$ cat src/verilog/pml_params.svh
`ifndef PML_PARAMS_SVH
`define PML_PARAMS_SVH

// Register byte offsets
`define PML_OFS_CTRL 32'h0000_0000
`define PML_OFS_TXCTL 32'h0000_0004
`define PML_OFS_TXDATA 32'h0000_0008
`define PML_OFS_STATUS 32'h0000_000c

// Control register fields
`define PML_CTRL_INV 0
`define PML_CTRL_IDLE 1
`define PML_CTRL_COMPL 2
`define PML_CTRL_TRAIN 3
`define PML_CTRL_SWING 4
`define PML_CTRL_MARGIN_LO 5
`define PML_CTRL_RST 8'h12
`define PML_TXCTL_RST 7'h00

// Link training state codes
`define PML_LT_QUIET 5'h00
`define PML_LT_POLL_ACT 5'h01
`define PML_LT_POLL_COMPL 5'h03

// Rate codes and block headers
`define PML_RATE_G1 2'h0
`define PML_RATE_G2 2'h1
`define PML_RATE_G3 2'h2
`define PML_SH_OS 2'h1
`define PML_SH_DATA 2'h2

// Status code reported when a receiver is detected
`define PML_RXST_DETECTED 3'h3

// Transmit queue shape
`define PML_FIFO_W 39
`define PML_FIFO_D 32

// AXI responses
`define PML_RESP_OK 2'h0
`define PML_RESP_SLVERR 2'h2

`endif

$ cat src/verilog/pml_pkg.sv
package pml_pkg;

    typedef enum logic [1:0] {
        PML_ST_QUIET,
        PML_ST_POLL_ACT,
        PML_ST_POLL_COMPL
    } pml_state_t;

    typedef logic [1:0] pml_rate_t;

    // Third generation when the upper rate bit is set
    function automatic logic pml_is_gen3(input pml_rate_t r);
        pml_is_gen3 = r[1];
    endfunction : pml_is_gen3

endpackage : pml_pkg

$ cat src/verilog/pml_fifo_if.sv
`timescale 1ns/1ns
`default_nettype none

interface pml_fifo_if #(
    parameter int W = 39
);
    logic [W-1:0] data;
    logic valid;
    logic ready;

    modport src (output data, output valid, input ready);
    modport snk (input data, input valid, output ready);
endinterface : pml_fifo_if

`default_nettype wire

$ cat src/verilog/pml_lane_mac.sv
// Functional notes
// - Invert request flips PHY receive decoder polarity
// - Training state as 5-bit code
// - Everything timed by the PIPE clock
// - Rate input 00/01/1x gives three generations
// - Block start marks first word at gen3
// - Compliance forces negative disparity comma
// - 32-bit transmit word per lane
// - Control flags tag bytes, low first, gen1/2
// - Skip flag: 1 valid, 0 ignore, gen3
// - De-emphasis taken from partner during training
// - Detect request starts receiver detection
// - Idle force puts transmitter in idle
// - Margin comes from link control field
// - Swing high full, low half
// - Sync header 01 ordered set, 10 data
// - Rate output 00/01/10, 11 reserved
//
// The implementer's own choices: the AXI4-Lite slave port and the register addresses.
`timescale 1ns/1ns
`default_nettype none
`include "pml_params.svh"

module pml_lane_mac
    import pml_pkg::*;
(
    input wire logic i_mclk,
    input wire logic i_rstn,
    input wire logic [31:0] i_awaddr,
    input wire logic i_awvalid,
    output logic o_awready,
    input wire logic [31:0] i_wdata,
    input wire logic [3:0] i_wstrb,
    input wire logic i_wvalid,
    output logic o_wready,
    output logic [1:0] o_bresp,
    output logic o_bvalid,
    input wire logic i_bready,
    input wire logic [31:0] i_araddr,
    input wire logic i_arvalid,
    output logic o_arready,
    output logic [31:0] o_rdata,
    output logic [1:0] o_rresp,
    output logic o_rvalid,
    input wire logic i_rready,
    output logic o_rx_invert_request,
    input wire logic [2:0] i_rx_phy_status_code,
    input wire logic i_rx_lock_valid,
    input wire logic i_partner_deemph,
    output logic [4:0] o_link_training_state_code,
    input wire logic [1:0] i_sim_rate,
    output logic [1:0] o_rate,
    output logic o_tx_block_start,
    output logic o_tx_negative_disparity_force,
    output logic [31:0] o_tx_lane_word,
    output logic [3:0] o_tx_control_byte_flags,
    output logic o_tx_word_valid_skip,
    output logic o_tx_deemphasis_select,
    output logic o_tx_receiver_detect_request,
    output logic o_tx_idle_force,
    output logic [2:0] o_tx_voltage_margin,
    output logic o_tx_full_swing,
    output logic [1:0] o_tx_block_type_header
);

    // ------------------------------------------------------------
    // Declarations
    // ------------------------------------------------------------
    logic [7:0] ctrl_q;
    logic [6:0] txctl_q;
    logic bvalid_q;
    logic [1:0] bresp_q;
    logic rvalid_q;
    logic [1:0] rresp_q;
    logic [31:0] rdata_q;
    pml_state_t state_q;
    pml_state_t state_d;
    logic [2:0] rxst_q;
    logic rxvld_q;
    logic deemph_q;
    logic [1:0] rate_q;
    logic [4:0] code_q;
    logic inv_q;
    logic idle_q;
    logic compl_q;
    logic det_q;
    logic [2:0] margin_q;
    logic swing_q;
    logic [31:0] word_q;
    logic [3:0] flags_q;
    logic skip_q;
    logic blkst_q;
    logic [1:0] synchd_q;

    pml_fifo_if #(.W(`PML_FIFO_W)) push_if ();
    pml_fifo_if #(.W(`PML_FIFO_W)) pop_if ();

    // ------------------------------------------------------------
    // Register bus decode
    // ------------------------------------------------------------
    wire wr_ctrl_a = (i_awaddr == `PML_OFS_CTRL);
    wire wr_txctl_a = (i_awaddr == `PML_OFS_TXCTL);
    wire wr_data_a = (i_awaddr == `PML_OFS_TXDATA);
    wire wr_known = wr_ctrl_a || wr_txctl_a || wr_data_a;
    wire wr_go = i_awvalid && i_wvalid && !bvalid_q && (!wr_data_a || push_if.ready);
    wire wr_lo = i_wstrb[0];
    wire rd_go = i_arvalid && !rvalid_q;
    wire rd_ctrl_a = (i_araddr == `PML_OFS_CTRL);
    wire rd_txctl_a = (i_araddr == `PML_OFS_TXCTL);
    wire rd_stat_a = (i_araddr == `PML_OFS_STATUS);
    wire rd_data_a = (i_araddr == `PML_OFS_TXDATA);
    wire rd_known = rd_ctrl_a || rd_txctl_a || rd_stat_a || rd_data_a;

    wire [31:0] stat_word = {19'h0, push_if.ready, deemph_q, o_rate, code_q, rxvld_q, rxst_q};
    wire [31:0] rd_mux = rd_ctrl_a ? {24'h0, ctrl_q} :
                         rd_txctl_a ? {25'h0, txctl_q} :
                         rd_stat_a ? stat_word : 32'h0;

    assign o_awready = wr_go;
    assign o_wready = wr_go;
    assign o_bvalid = bvalid_q;
    assign o_bresp = bresp_q;
    assign o_arready = rd_go;
    assign o_rvalid = rvalid_q;
    assign o_rresp = rresp_q;
    assign o_rdata = rdata_q;

    // Transmit words enter the queue tagged with the current control fields
    assign push_if.valid = wr_go && wr_data_a;
    assign push_if.data = {txctl_q, i_wdata};

    // ------------------------------------------------------------
    // Control fields
    // ------------------------------------------------------------
    wire ctl_inv = ctrl_q[`PML_CTRL_INV];
    wire ctl_idle = ctrl_q[`PML_CTRL_IDLE];
    wire ctl_compl = ctrl_q[`PML_CTRL_COMPL];
    wire ctl_train = ctrl_q[`PML_CTRL_TRAIN];
    wire ctl_swing = ctrl_q[`PML_CTRL_SWING];
    wire [2:0] ctl_margin = ctrl_q[`PML_CTRL_MARGIN_LO +: 3];

    // ------------------------------------------------------------
    // Rate decode
    // ------------------------------------------------------------
    wire in_g3 = pml_is_gen3(i_sim_rate);
    wire [1:0] rate_d = in_g3 ? `PML_RATE_G3 : i_sim_rate;
    wire out_g3 = pml_is_gen3(rate_q);

    // ------------------------------------------------------------
    // Transmit drain
    // ------------------------------------------------------------
    wire drain_en = !ctl_idle && (state_q != PML_ST_QUIET);
    wire pop = pop_if.valid && drain_en;
    assign pop_if.ready = drain_en;
    wire [31:0] pop_word = pop_if.data[31:0];
    wire [3:0] pop_flags = pop_if.data[35:32];
    wire [1:0] pop_sh = pop_if.data[37:36];
    wire pop_blk = pop_if.data[38];

    // ------------------------------------------------------------
    // Training state machine
    // ------------------------------------------------------------
    wire detected = (rxst_q == `PML_RXST_DETECTED);

    always_comb
    begin
        state_d = state_q;
        unique case (state_q)
            PML_ST_QUIET:
            begin
                if (ctl_train && detected)
                begin
                    state_d = PML_ST_POLL_ACT;
                end
            end
            PML_ST_POLL_ACT:
            begin
                if (!ctl_train)
                begin
                    state_d = PML_ST_QUIET;
                end
                else if (ctl_compl)
                begin
                    state_d = PML_ST_POLL_COMPL;
                end
            end
            PML_ST_POLL_COMPL:
            begin
                if (!ctl_train)
                begin
                    state_d = PML_ST_QUIET;
                end
                else if (!ctl_compl)
                begin
                    state_d = PML_ST_POLL_ACT;
                end
            end
        endcase
    end

    wire [4:0] code_d = (state_q == PML_ST_POLL_ACT) ? `PML_LT_POLL_ACT :
                        (state_q == PML_ST_POLL_COMPL) ? `PML_LT_POLL_COMPL :
                        `PML_LT_QUIET;

    // Partner de-emphasis captured while locked in active polling (PML_ST_POLL_ACT only)
    wire deemph_take = (state_q == PML_ST_POLL_ACT) && rxvld_q;

    // ------------------------------------------------------------
    // Register bus
    // ------------------------------------------------------------
    always_ff @(posedge i_mclk or negedge i_rstn)
    begin
        if (!i_rstn)
        begin
            ctrl_q <= `PML_CTRL_RST;
            txctl_q <= `PML_TXCTL_RST;
            bvalid_q <= 1'b0;
            bresp_q <= `PML_RESP_OK;
            rvalid_q <= 1'b0;
            rresp_q <= `PML_RESP_OK;
            rdata_q <= 32'h0;
        end
        else
        begin
            if (wr_go && wr_ctrl_a && wr_lo)
            begin
                ctrl_q <= i_wdata[7:0];
            end
            if (wr_go && wr_txctl_a && wr_lo)
            begin
                txctl_q <= i_wdata[6:0];
            end
            if (wr_go)
            begin
                bvalid_q <= 1'b1;
                bresp_q <= wr_known ? `PML_RESP_OK : `PML_RESP_SLVERR;
            end
            else if (i_bready)
            begin
                bvalid_q <= 1'b0;
            end
            if (rd_go)
            begin
                rvalid_q <= 1'b1;
                rdata_q <= rd_mux;
                rresp_q <= rd_known ? `PML_RESP_OK : `PML_RESP_SLVERR;
            end
            else if (i_rready)
            begin
                rvalid_q <= 1'b0;
            end
        end
    end

    // ------------------------------------------------------------
    // Input sampling and state
    // ------------------------------------------------------------
    always_ff @(posedge i_mclk or negedge i_rstn)
    begin
        if (!i_rstn)
        begin
            rxst_q <= 3'h0;
            rxvld_q <= 1'b0;
            state_q <= PML_ST_QUIET;
            deemph_q <= 1'b0;
            rate_q <= `PML_RATE_G1;
            code_q <= `PML_LT_QUIET;
        end
        else
        begin
            rxst_q <= i_rx_phy_status_code;
            rxvld_q <= i_rx_lock_valid;
            state_q <= state_d;
            code_q <= code_d;
            rate_q <= rate_d;
            if (deemph_take)
            begin
                deemph_q <= i_partner_deemph;
            end
        end
    end

    // ------------------------------------------------------------
    // Lane control outputs
    // ------------------------------------------------------------
    always_ff @(posedge i_mclk or negedge i_rstn)
    begin
        if (!i_rstn)
        begin
            inv_q <= 1'b0;
            idle_q <= 1'b1;
            compl_q <= 1'b0;
            det_q <= 1'b0;
            margin_q <= 3'h0;
            swing_q <= 1'b1;
        end
        else
        begin
            inv_q <= ctl_inv;
            idle_q <= ctl_idle || (state_q == PML_ST_QUIET);
            compl_q <= (state_q == PML_ST_POLL_COMPL);
            det_q <= ctl_train && (state_q == PML_ST_QUIET);
            margin_q <= ctl_margin;
            swing_q <= ctl_swing;
        end
    end

    // ------------------------------------------------------------
    // Transmit data outputs
    // ------------------------------------------------------------
    always_ff @(posedge i_mclk or negedge i_rstn)
    begin
        if (!i_rstn)
        begin
            word_q <= 32'h0;
            flags_q <= 4'h0;
            skip_q <= 1'b0;
            blkst_q <= 1'b0;
            synchd_q <= `PML_SH_DATA;
        end
        else
        begin
            word_q <= pop ? pop_word : 32'h0;
            flags_q <= (pop && !in_g3) ? pop_flags : 4'h0;
            skip_q <= pop && in_g3;
            blkst_q <= pop && in_g3 && pop_blk;
            if (pop && in_g3)
            begin
                synchd_q <= pop_sh;
            end
        end
    end

    assign o_rx_invert_request = inv_q;
    assign o_link_training_state_code = code_q;
    assign o_rate = rate_q;
    assign o_tx_block_start = blkst_q;
    assign o_tx_negative_disparity_force = compl_q;
    assign o_tx_lane_word = word_q;
    assign o_tx_control_byte_flags = flags_q;
    assign o_tx_word_valid_skip = skip_q;
    assign o_tx_deemphasis_select = deemph_q;
    assign o_tx_receiver_detect_request = det_q;
    assign o_tx_idle_force = idle_q;
    assign o_tx_voltage_margin = margin_q;
    assign o_tx_full_swing = swing_q;
    assign o_tx_block_type_header = synchd_q;

    // ------------------------------------------------------------
    // Queue
    // ------------------------------------------------------------
    pml_fifo #(
        .W(`PML_FIFO_W),
        .D(`PML_FIFO_D)
    ) u_txq (
        .i_mclk(i_mclk),
        .i_rstn(i_rstn),
        .i_push(push_if),
        .o_pop(pop_if)
    );
endmodule : pml_lane_mac

`default_nettype wire

$ cat src/verilog/pml_fifo.sv
`timescale 1ns/1ns
`default_nettype none

module pml_fifo #(
    parameter int W = 39,
    parameter int D = 32
) (
    input wire logic i_mclk,
    input wire logic i_rstn,
    pml_fifo_if.snk i_push,
    pml_fifo_if.src o_pop
);
    localparam int AW = $clog2(D);

    logic [W-1:0] mem [D];
    logic [AW-1:0] wr_ptr_q;
    logic [AW-1:0] rd_ptr_q;
    logic [AW:0] cnt_q;
    logic [W-1:0] out_q;
    logic out_vld_q;

    wire push = i_push.valid && i_push.ready;
    wire pop = out_vld_q && o_pop.ready;
    wire load = (cnt_q != '0) && (!out_vld_q || pop);
    // Registered head counts toward the depth
    wire [AW:0] fill = cnt_q + (AW+1)'(out_vld_q);

    assign i_push.ready = (fill != D[AW:0]);
    assign o_pop.valid = out_vld_q;
    assign o_pop.data = out_q;

    // ------------------------------------------------------------
    // Storage
    // ------------------------------------------------------------
    always_ff @(posedge i_mclk)
    begin
        if (push)
        begin
            mem[wr_ptr_q] <= i_push.data;
        end
    end

    // ------------------------------------------------------------
    // Pointers and registered head
    // ------------------------------------------------------------
    always_ff @(posedge i_mclk or negedge i_rstn)
    begin
        if (!i_rstn)
        begin
            wr_ptr_q <= '0;
            rd_ptr_q <= '0;
            cnt_q <= '0;
            out_q <= '0;
            out_vld_q <= 1'b0;
        end
        else
        begin
            if (push)
            begin
                wr_ptr_q <= wr_ptr_q + 1'b1;
            end
            if (load)
            begin
                rd_ptr_q <= rd_ptr_q + 1'b1;
                out_q <= mem[rd_ptr_q];
            end
            cnt_q <= cnt_q + (AW+1)'(push) - (AW+1)'(load);
            if (load)
            begin
                out_vld_q <= 1'b1;
            end
            else if (pop)
            begin
                out_vld_q <= 1'b0;
            end
        end
    end
endmodule : pml_fifo

`default_nettype wire

$ cat config.mk
export PLATFORM = sky130hd
export DESIGN_NAME = pml_lane_mac
export DESIGN_NICKNAME = d
export VERILOG_FILES = /design/src/verilog/pml_pkg.sv /design/src/verilog/pml_fifo_if.sv /design/src/verilog/pml_lane_mac.sv /design/src/verilog/pml_fifo.sv
export VERILOG_INCLUDE_DIRS = /design/src /design/src/verilog
export SDC_FILE = /design/constraint.sdc
export NUM_CORES = 2
export LEC_CHECK = 0
export BUFFER_PORTS_ARGS = -buffer_cell sky130_fd_sc_hd__buf_2
export CELL_PAD_IN_SITES_DETAIL_PLACEMENT = 1
export CELL_PAD_IN_SITES_GLOBAL_PLACEMENT = 2
export CORE_MARGIN = 5
export CORE_UTILIZATION = 35
export CTS_CLUSTER_SIZE = 8
export DETAILED_ROUTE_END_ITERATION = 8
export PLACE_DENSITY = 0.74
export SLEW_MARGIN = 10
export SYNTH_ARGS = -nofsm -noshare
export SYNTH_HDL_FRONTEND = slang
export SYNTH_SLANG_ARGS = --single-unit
$ cat constraint.sdc
create_clock -name i_mclk -period 4.2 [get_ports i_mclk]
set_clock_uncertainty 0.1 [all_clocks]
set_input_delay 0.21 -clock i_mclk [delete_from_list [all_inputs] [get_ports i_mclk]]
set_output_delay 0.21 -clock i_mclk [all_outputs]
set_load 0.01 [all_outputs]
Word-level counts from Yosys, hierarchy flattened:

Memories as Yosys holds them, arrays and structs flattened. A register that Yosys moved wholly into a read port is not among the register bits.
Index checks and enable logic that the tools add are counted.

* memories kept: 1
* input port bits: 114
* flip-flop bits (word level): 129
* word-level logic and storage cells: 113
* memory bits (writable): 1248

* $add $sub $neg: 5
* equal/unequal tests: 12
* reduce and logical (&&, ||, !) cells: 43
* mux-type cells: 24

Memories
* u_txq.mem: words 32, width 39, rd ports 1, clocked after Yosys merged registers in 1, wr ports 1, RTL line pml_fifo.sv:15 `logic [W-1:0] mem [D];`

Operators by type and width (number)
* 32-bit by 4-bit equality test with 1-bit output, second input constant: 3
* 32-bit by 3-bit equality test with 1-bit output, second input constant: 2
* 32-bit zero test: 2
* 13-bit 2-to-1 mux: 3
* 32-bit 2-to-1 mux: 1
* 2-bit 2-to-1 mux: 10
* 1-bit logical AND: 19
* 6-bit by 1-bit adder with 6-bit output: 2
* 5-bit by 1-bit adder with 5-bit output, second input constant: 2
* 1-bit logical OR: 8
* 1-bit 2-to-1 mux: 8
* 2-bit nonzero test: 4
* 1-bit zero test: 7
* 3-bit inequality test, second input constant: 2
* 6-bit inequality test, second input constant: 1
* 2-bit one-hot mux with 3 select lines: 1
* 6-bit nonzero test: 1
* 6-bit by 1-bit subtractor with 6-bit output: 1
* 4-bit 2-to-1 mux: 1
* 3-bit by 2-bit equality test with 1-bit output, second input constant: 1
* 3-bit AND reduction: 1
* 2-bit by 1-bit equality test with 1-bit output, second input constant: 1
* 2-bit equality test, second input constant: 1
* 2-bit zero test: 1
* 2-bit inequality test, second input constant: 1

Longest topological paths before layout:

* depth in word-level cells: 8
* gate-level depth with buffers: 17

Cells and area by module:

A second synthesis with hierarchy kept.

* cells, all modules: 2675
* area, all modules: 53651.5 um^2

By module, submodules not included
* pml_fifo: cells each 2382, area each 49995.4 um^2, times used 1, sequential area each 38877.3 um^2
* pml_lane_mac: cells each 293, area each 3656.0 um^2, times used 1, sequential area each 2233.4 um^2

Worst setup path before layout:

No wires, ideal clock.

* path kind: flip-flop to flip-flop
* start point: register u_txq.out_vld_q, in the netlist u_txq.o_pop.valid
* end point: memory u_txq.mem[28][0], enable pin
* path slack: 0.296 ns
* buffers on the path: 0
* data arrival time: 3.368 ns
* period minus slack after synthesis: 3.904 ns
* setup time: 0.435 ns
* required time: 3.665 ns
* stages on the path, launching flop included: 7
* cells stage by stage: dfrtp_1 ha_1 xnor2_1 a31o_2 a31oi_1 nand3_1 nor2_1

* cells in the longest elaborated chain, start to end: 8

Ends and longest elaborated chain
* start, declared: RTL line pml_fifo.sv:20 `logic out_vld_q;`
* start signal, assigned: RTL line pml_fifo.sv:54 `out_vld_q <= 1'b0;`
* start signal, assigned: RTL line pml_fifo.sv:70 `out_vld_q <= 1'b1;`
* start signal, assigned: RTL line pml_fifo.sv:74 `out_vld_q <= 1'b0;`
* 6-bit by 1-bit adder with 6-bit output (*): RTL line pml_fifo.sv:26 `wire [AW:0] fill = cnt_q + (AW+1)'(out_vld_q);`
* 6-bit inequality test (*): RTL line pml_fifo.sv:28 `assign i_push.ready = (fill != D[AW:0]);`
* 1-bit logical OR: RTL line pml_lane_mac.sv:105 `wire wr_go = i_awvalid && i_wvalid && !bvalid_q && (!wr_data_a || push_if.ready);`
* 1-bit logical AND: RTL line pml_lane_mac.sv:105
* 1-bit logical AND: RTL line pml_lane_mac.sv:129 `assign push_if.valid = wr_go && wr_data_a;`
* 1-bit logical AND (*): RTL line pml_fifo.sv:22 `wire push = i_push.valid && i_push.ready;`
* 1-bit 2-to-1 mux (*): RTL line pml_fifo.sv:37 `if (push)`
* 1-bit 2-to-1 mux (not written as such) (*): RTL line pml_fifo.sv:39 `mem[wr_ptr_q] <= i_push.data;`
* end, declared: RTL line pml_fifo.sv:15

Mark *: on every way between the ends. The rest lies on a longest branch, timed or not.

Worst setup path in the final report:

* start point: input i_awaddr[8]
* end point: memory u_txq.mem[6][5], enable pin

* cells in the longest elaborated chain, start to end: 8

Ends and longest elaborated chain
* start, declared: RTL line pml_lane_mac.sv:29 `input wire logic [31:0] i_awaddr,`
* 32-bit by 4-bit equality test with 1-bit output (no line) (*)
* 1-bit zero test: RTL line pml_lane_mac.sv:105
* 1-bit logical OR: RTL line pml_lane_mac.sv:105
* 1-bit logical AND: RTL line pml_lane_mac.sv:105
* 1-bit logical AND (*): RTL line pml_lane_mac.sv:129
* 1-bit logical AND (*): RTL line pml_fifo.sv:22
* 1-bit 2-to-1 mux (*): RTL line pml_fifo.sv:37
* 1-bit 2-to-1 mux (not written as such) (*): RTL line pml_fifo.sv:39

Marks and branches as above.

==> impl_metrics.ini <==
[timing]
slew_violations = 0
post-route-period-util_pct = 92.33
fmax_ghz = 0.2579
worstMarginPinSlew_ns = 1.194
setup_tns_ns = 0
relSlewSlack_pct = 20.43
rsz0062_at_grt = false
finalHoldViolCount = 0
setup_viol_count_final = 0
period_needed_ns = 3.878

[floorplan]
num_io_pins = 211
dieArea_sq_mm = 0.1619
die_y_um = 402.4
die_x_um = 402.4
rows = 144
start_util_pct = 35.11
core_area_sq_mm = 0.1535

[clocking]
clockRootBuffer = clkbuf_16
insertion_delay_ns = 0.81
clock_sinks = 1393
postCtsSetupBuffers = 0
ctsLongestPathBuffers = 3
holdBufCountCts = 73
path_clk_slew_ns = 0.06
numCtsBuffers = 192
cts-resized-gates = 0
htreeDepth = 4
cts_tree = done

[global_route]
antenna_found_initial = 8
grt_pass1_wl_um = 214000
gr-total-overflow = 0
grt_usage_pct = 17.89
grt_max_degree = 70
grt_pass1_vias = 31281

[worst_hold_path]
min_path_type = input port to flip-flop

[cells_and_area]
final_area_sq_mm = 0.06460
drive_gt1_share_pct = 24.40
final_common_cell = edfxtp_1
syn2layout_area_growth_pct = 19.87
final_util_pct = 42.08
nets = 3370
most-common-layout-cells = edfxtp_1 (1248), mux2i_1 (197), mux4_2 (196)

[placement]
place_hpwl_um = 81880
place_area_sq_mm = 0.05817
globalplace.congestion = 0.7352
port_buffers = 182

[setup_path]
end_kind = flip-flop
required_ns = 4.55
crit_arrival_ns = 4.23
path_max_fanout = 23
worstSetupPathType = input port to flip-flop
start_kind = input port

[logic_synthesis]
synth_cell_types = 58
yosys_warnings = 0
synth-edff-count = 1248
ys_ff_latch = 1393
synth-seq-area-share_pct = 76.28
async_flop_share_pct = 10.41
syn_avg_cell_area_sq_um = 19.05
netlist_area_sq_mm = 0.05389
synth_flop_cell = edfxtp_1
netlist_instances = 2829

[drt]
vias = 28972
vias_per_cell = 5.332
routed_wl_um = 146800
route.detailed.wl_per_inst_um = 27.01
drtIter0Drc = 2258
first_pass_iters = 5
post-route-drc-count = 0
postRouteAntennaNets = 0

[job]
maxCapViolCount = 0

[power]
ir_drop_v = 0.0002945
leakage_nw = 22.07
power_density_mw_per_mm2 = 473.0

[status]
outcome = completed
logic make-up after synthesis:
kind of cell / count (synthesis) / synth area share, %
flops: 1393 / 76.28
mux: 452 / 13.08
simple gates: 351 / 3.071
compound gates: 346 / 4.657
buf+inv: 250 / 2.148
fa+ha+maj: 22 / 0.5247
xor+xnor: 14 / 0.2275
other cells: 1 / 0.006958
synthesized netlist by cell type (5+ instances only):
cell type / instances / share of area [%]
xnor2_1: 10 / 0.16
mux2_2: 59 / 1.2
buf_2: 57 / 0.53
clkbuf_1: 89 / 0.62
mux2i_1: 197 / 3.7
nand2_1: 48 / 0.33
dfrtp_1: 140 / 6.5
inv_1: 60 / 0.42
mux4_2: 196 / 8.2
o41ai_1: 7 / 0.11
and2_1: 35 / 0.41
o21ai_1: 7 / 0.065
buf_4: 33 / 0.46
a22o_1: 38 / 0.62
nor2_1: 165 / 1.1
edfxtp_1: 1248 / 70
a31oi_1: 39 / 0.45
nor4_1: 14 / 0.16
a32o_1: 38 / 0.71
dfstp_2: 5 / 0.24
buf_1: 7 / 0.049
a2111oi_0: 78 / 1.3
nand3_1: 11 / 0.10
nor3_1: 41 / 0.38
o22ai_1: 40 / 0.46
a21oi_1: 5 / 0.046
ha_1: 21 / 0.49
nand4_1: 5 / 0.058
o21ai_0: 84 / 0.78
critical path: stages:
cell	delay [ns]
dlygate4sd3_1	0.55
buf_2	0.12
nor2_1	0.08
dlygate4sd3_1	0.55
nand4_1	0.10
dlygate4sd3_1	0.60
nor4_2	0.13
dlygate4sd3_1	0.58
buf_4	0.20
nand3_1	0.09
buf_4	0.22
nor2_4	0.43
buf_12	0.31
stage by stage:
stage / hold WS (ns) / power [mW] / instances / setup WS, ns
global placement: 0.2196 / 16.24 / 5011 / 0.7380
detailed placement: 0.2199 / 16.28 / 5011 / 0.7855
global route: 0.08934 / 31.61 / 5434 / 0.2297
CTS: 0.01437 / 30.86 / 5433 / 0.4328
finish: 0.06044 / 30.55 / 5434 / 0.3220
floorplan: -0.1856 / 15.88 / 2853 / 0.2962
layer usage:
metal	vias up	GRT usage, %	share of wire, %
met5	-	0	0.0061
met4	2	5.720	2.7
met3	244	3.063	5.5
met2	976	29.99	50
met1	15537	23.86	42
li1	12213	-	-
power by group:
| part | switching [mW] | internal [mW] | leakage (nW) |
|---|---|---|---|
| combinational | 0.357 | 0.231 | 5.75 |
| sequential | 0.187 | 15.3 | 13.6 |
| clock | 5.89 | 8.61 | 2.68 |
path summary, 6_finish.rpt:
path                                                from                                     to  slack [ns]  cells after the start
setup / recovery                             i_awaddr[8]              u_txq.mem[6][5]$_DFFE_PP_        0.32                     13
setup reg to reg           u_txq.rd_ptr_q[2]$_DFFE_PN0P_       u_txq.o_pop.data[12]$_DFFE_PN0P_        0.74                      6
hold reg to reg                    ctrl_q[4]$_DFFE_PN1P_              o_tx_full_swing$_DFF_PN1_        0.28                      0
min in group asynchronous                         i_rstn              o_tx_idle_force$_DFF_PN1_        0.52                      3
max in group asynchronous                         i_rstn  o_tx_block_type_header[1]$_DFFE_PN1P_        2.97                      4
hold / removal                                 i_awvalid          u_txq.wr_ptr_q[3]$_DFFE_PN0P_        0.06                      7
area by class of cell:
class | count | area, sq um
Antenna cell | 1 | 2.502
Timing Repair Buffer | 377 | 3009
Tap cell | 2044 | 2557
Clock inverter | 15 | 344.1
Sequential cell | 1393 | 41130
Clock buffer | 334 | 5338
Multi-Input combinational cell | 1210 | 12000
Fill cell | 14867 | 88910
Inverter | 60 | 225.2
flip-flops by register name, summed over array words and instances (netlist names), 2 cells and up:
register and cells:
ctrl_q 8, o_link_training_state_code 2, o_tx_lane_word 32, o_tx_block_type_header 2, u_txq.cnt_q 6, o_tx_control_byte_flags 4, u_txq.wr_ptr_q 5, u_txq.mem 1248
o_tx_voltage_margin 3, txctl_q 7, u_txq.rd_ptr_q 5, state_q 2, rxst_q 3, o_rdata 12, u_txq.o_pop.data 39, o_rate 2
Note: power is estimated with default switching activity, not from simulation.
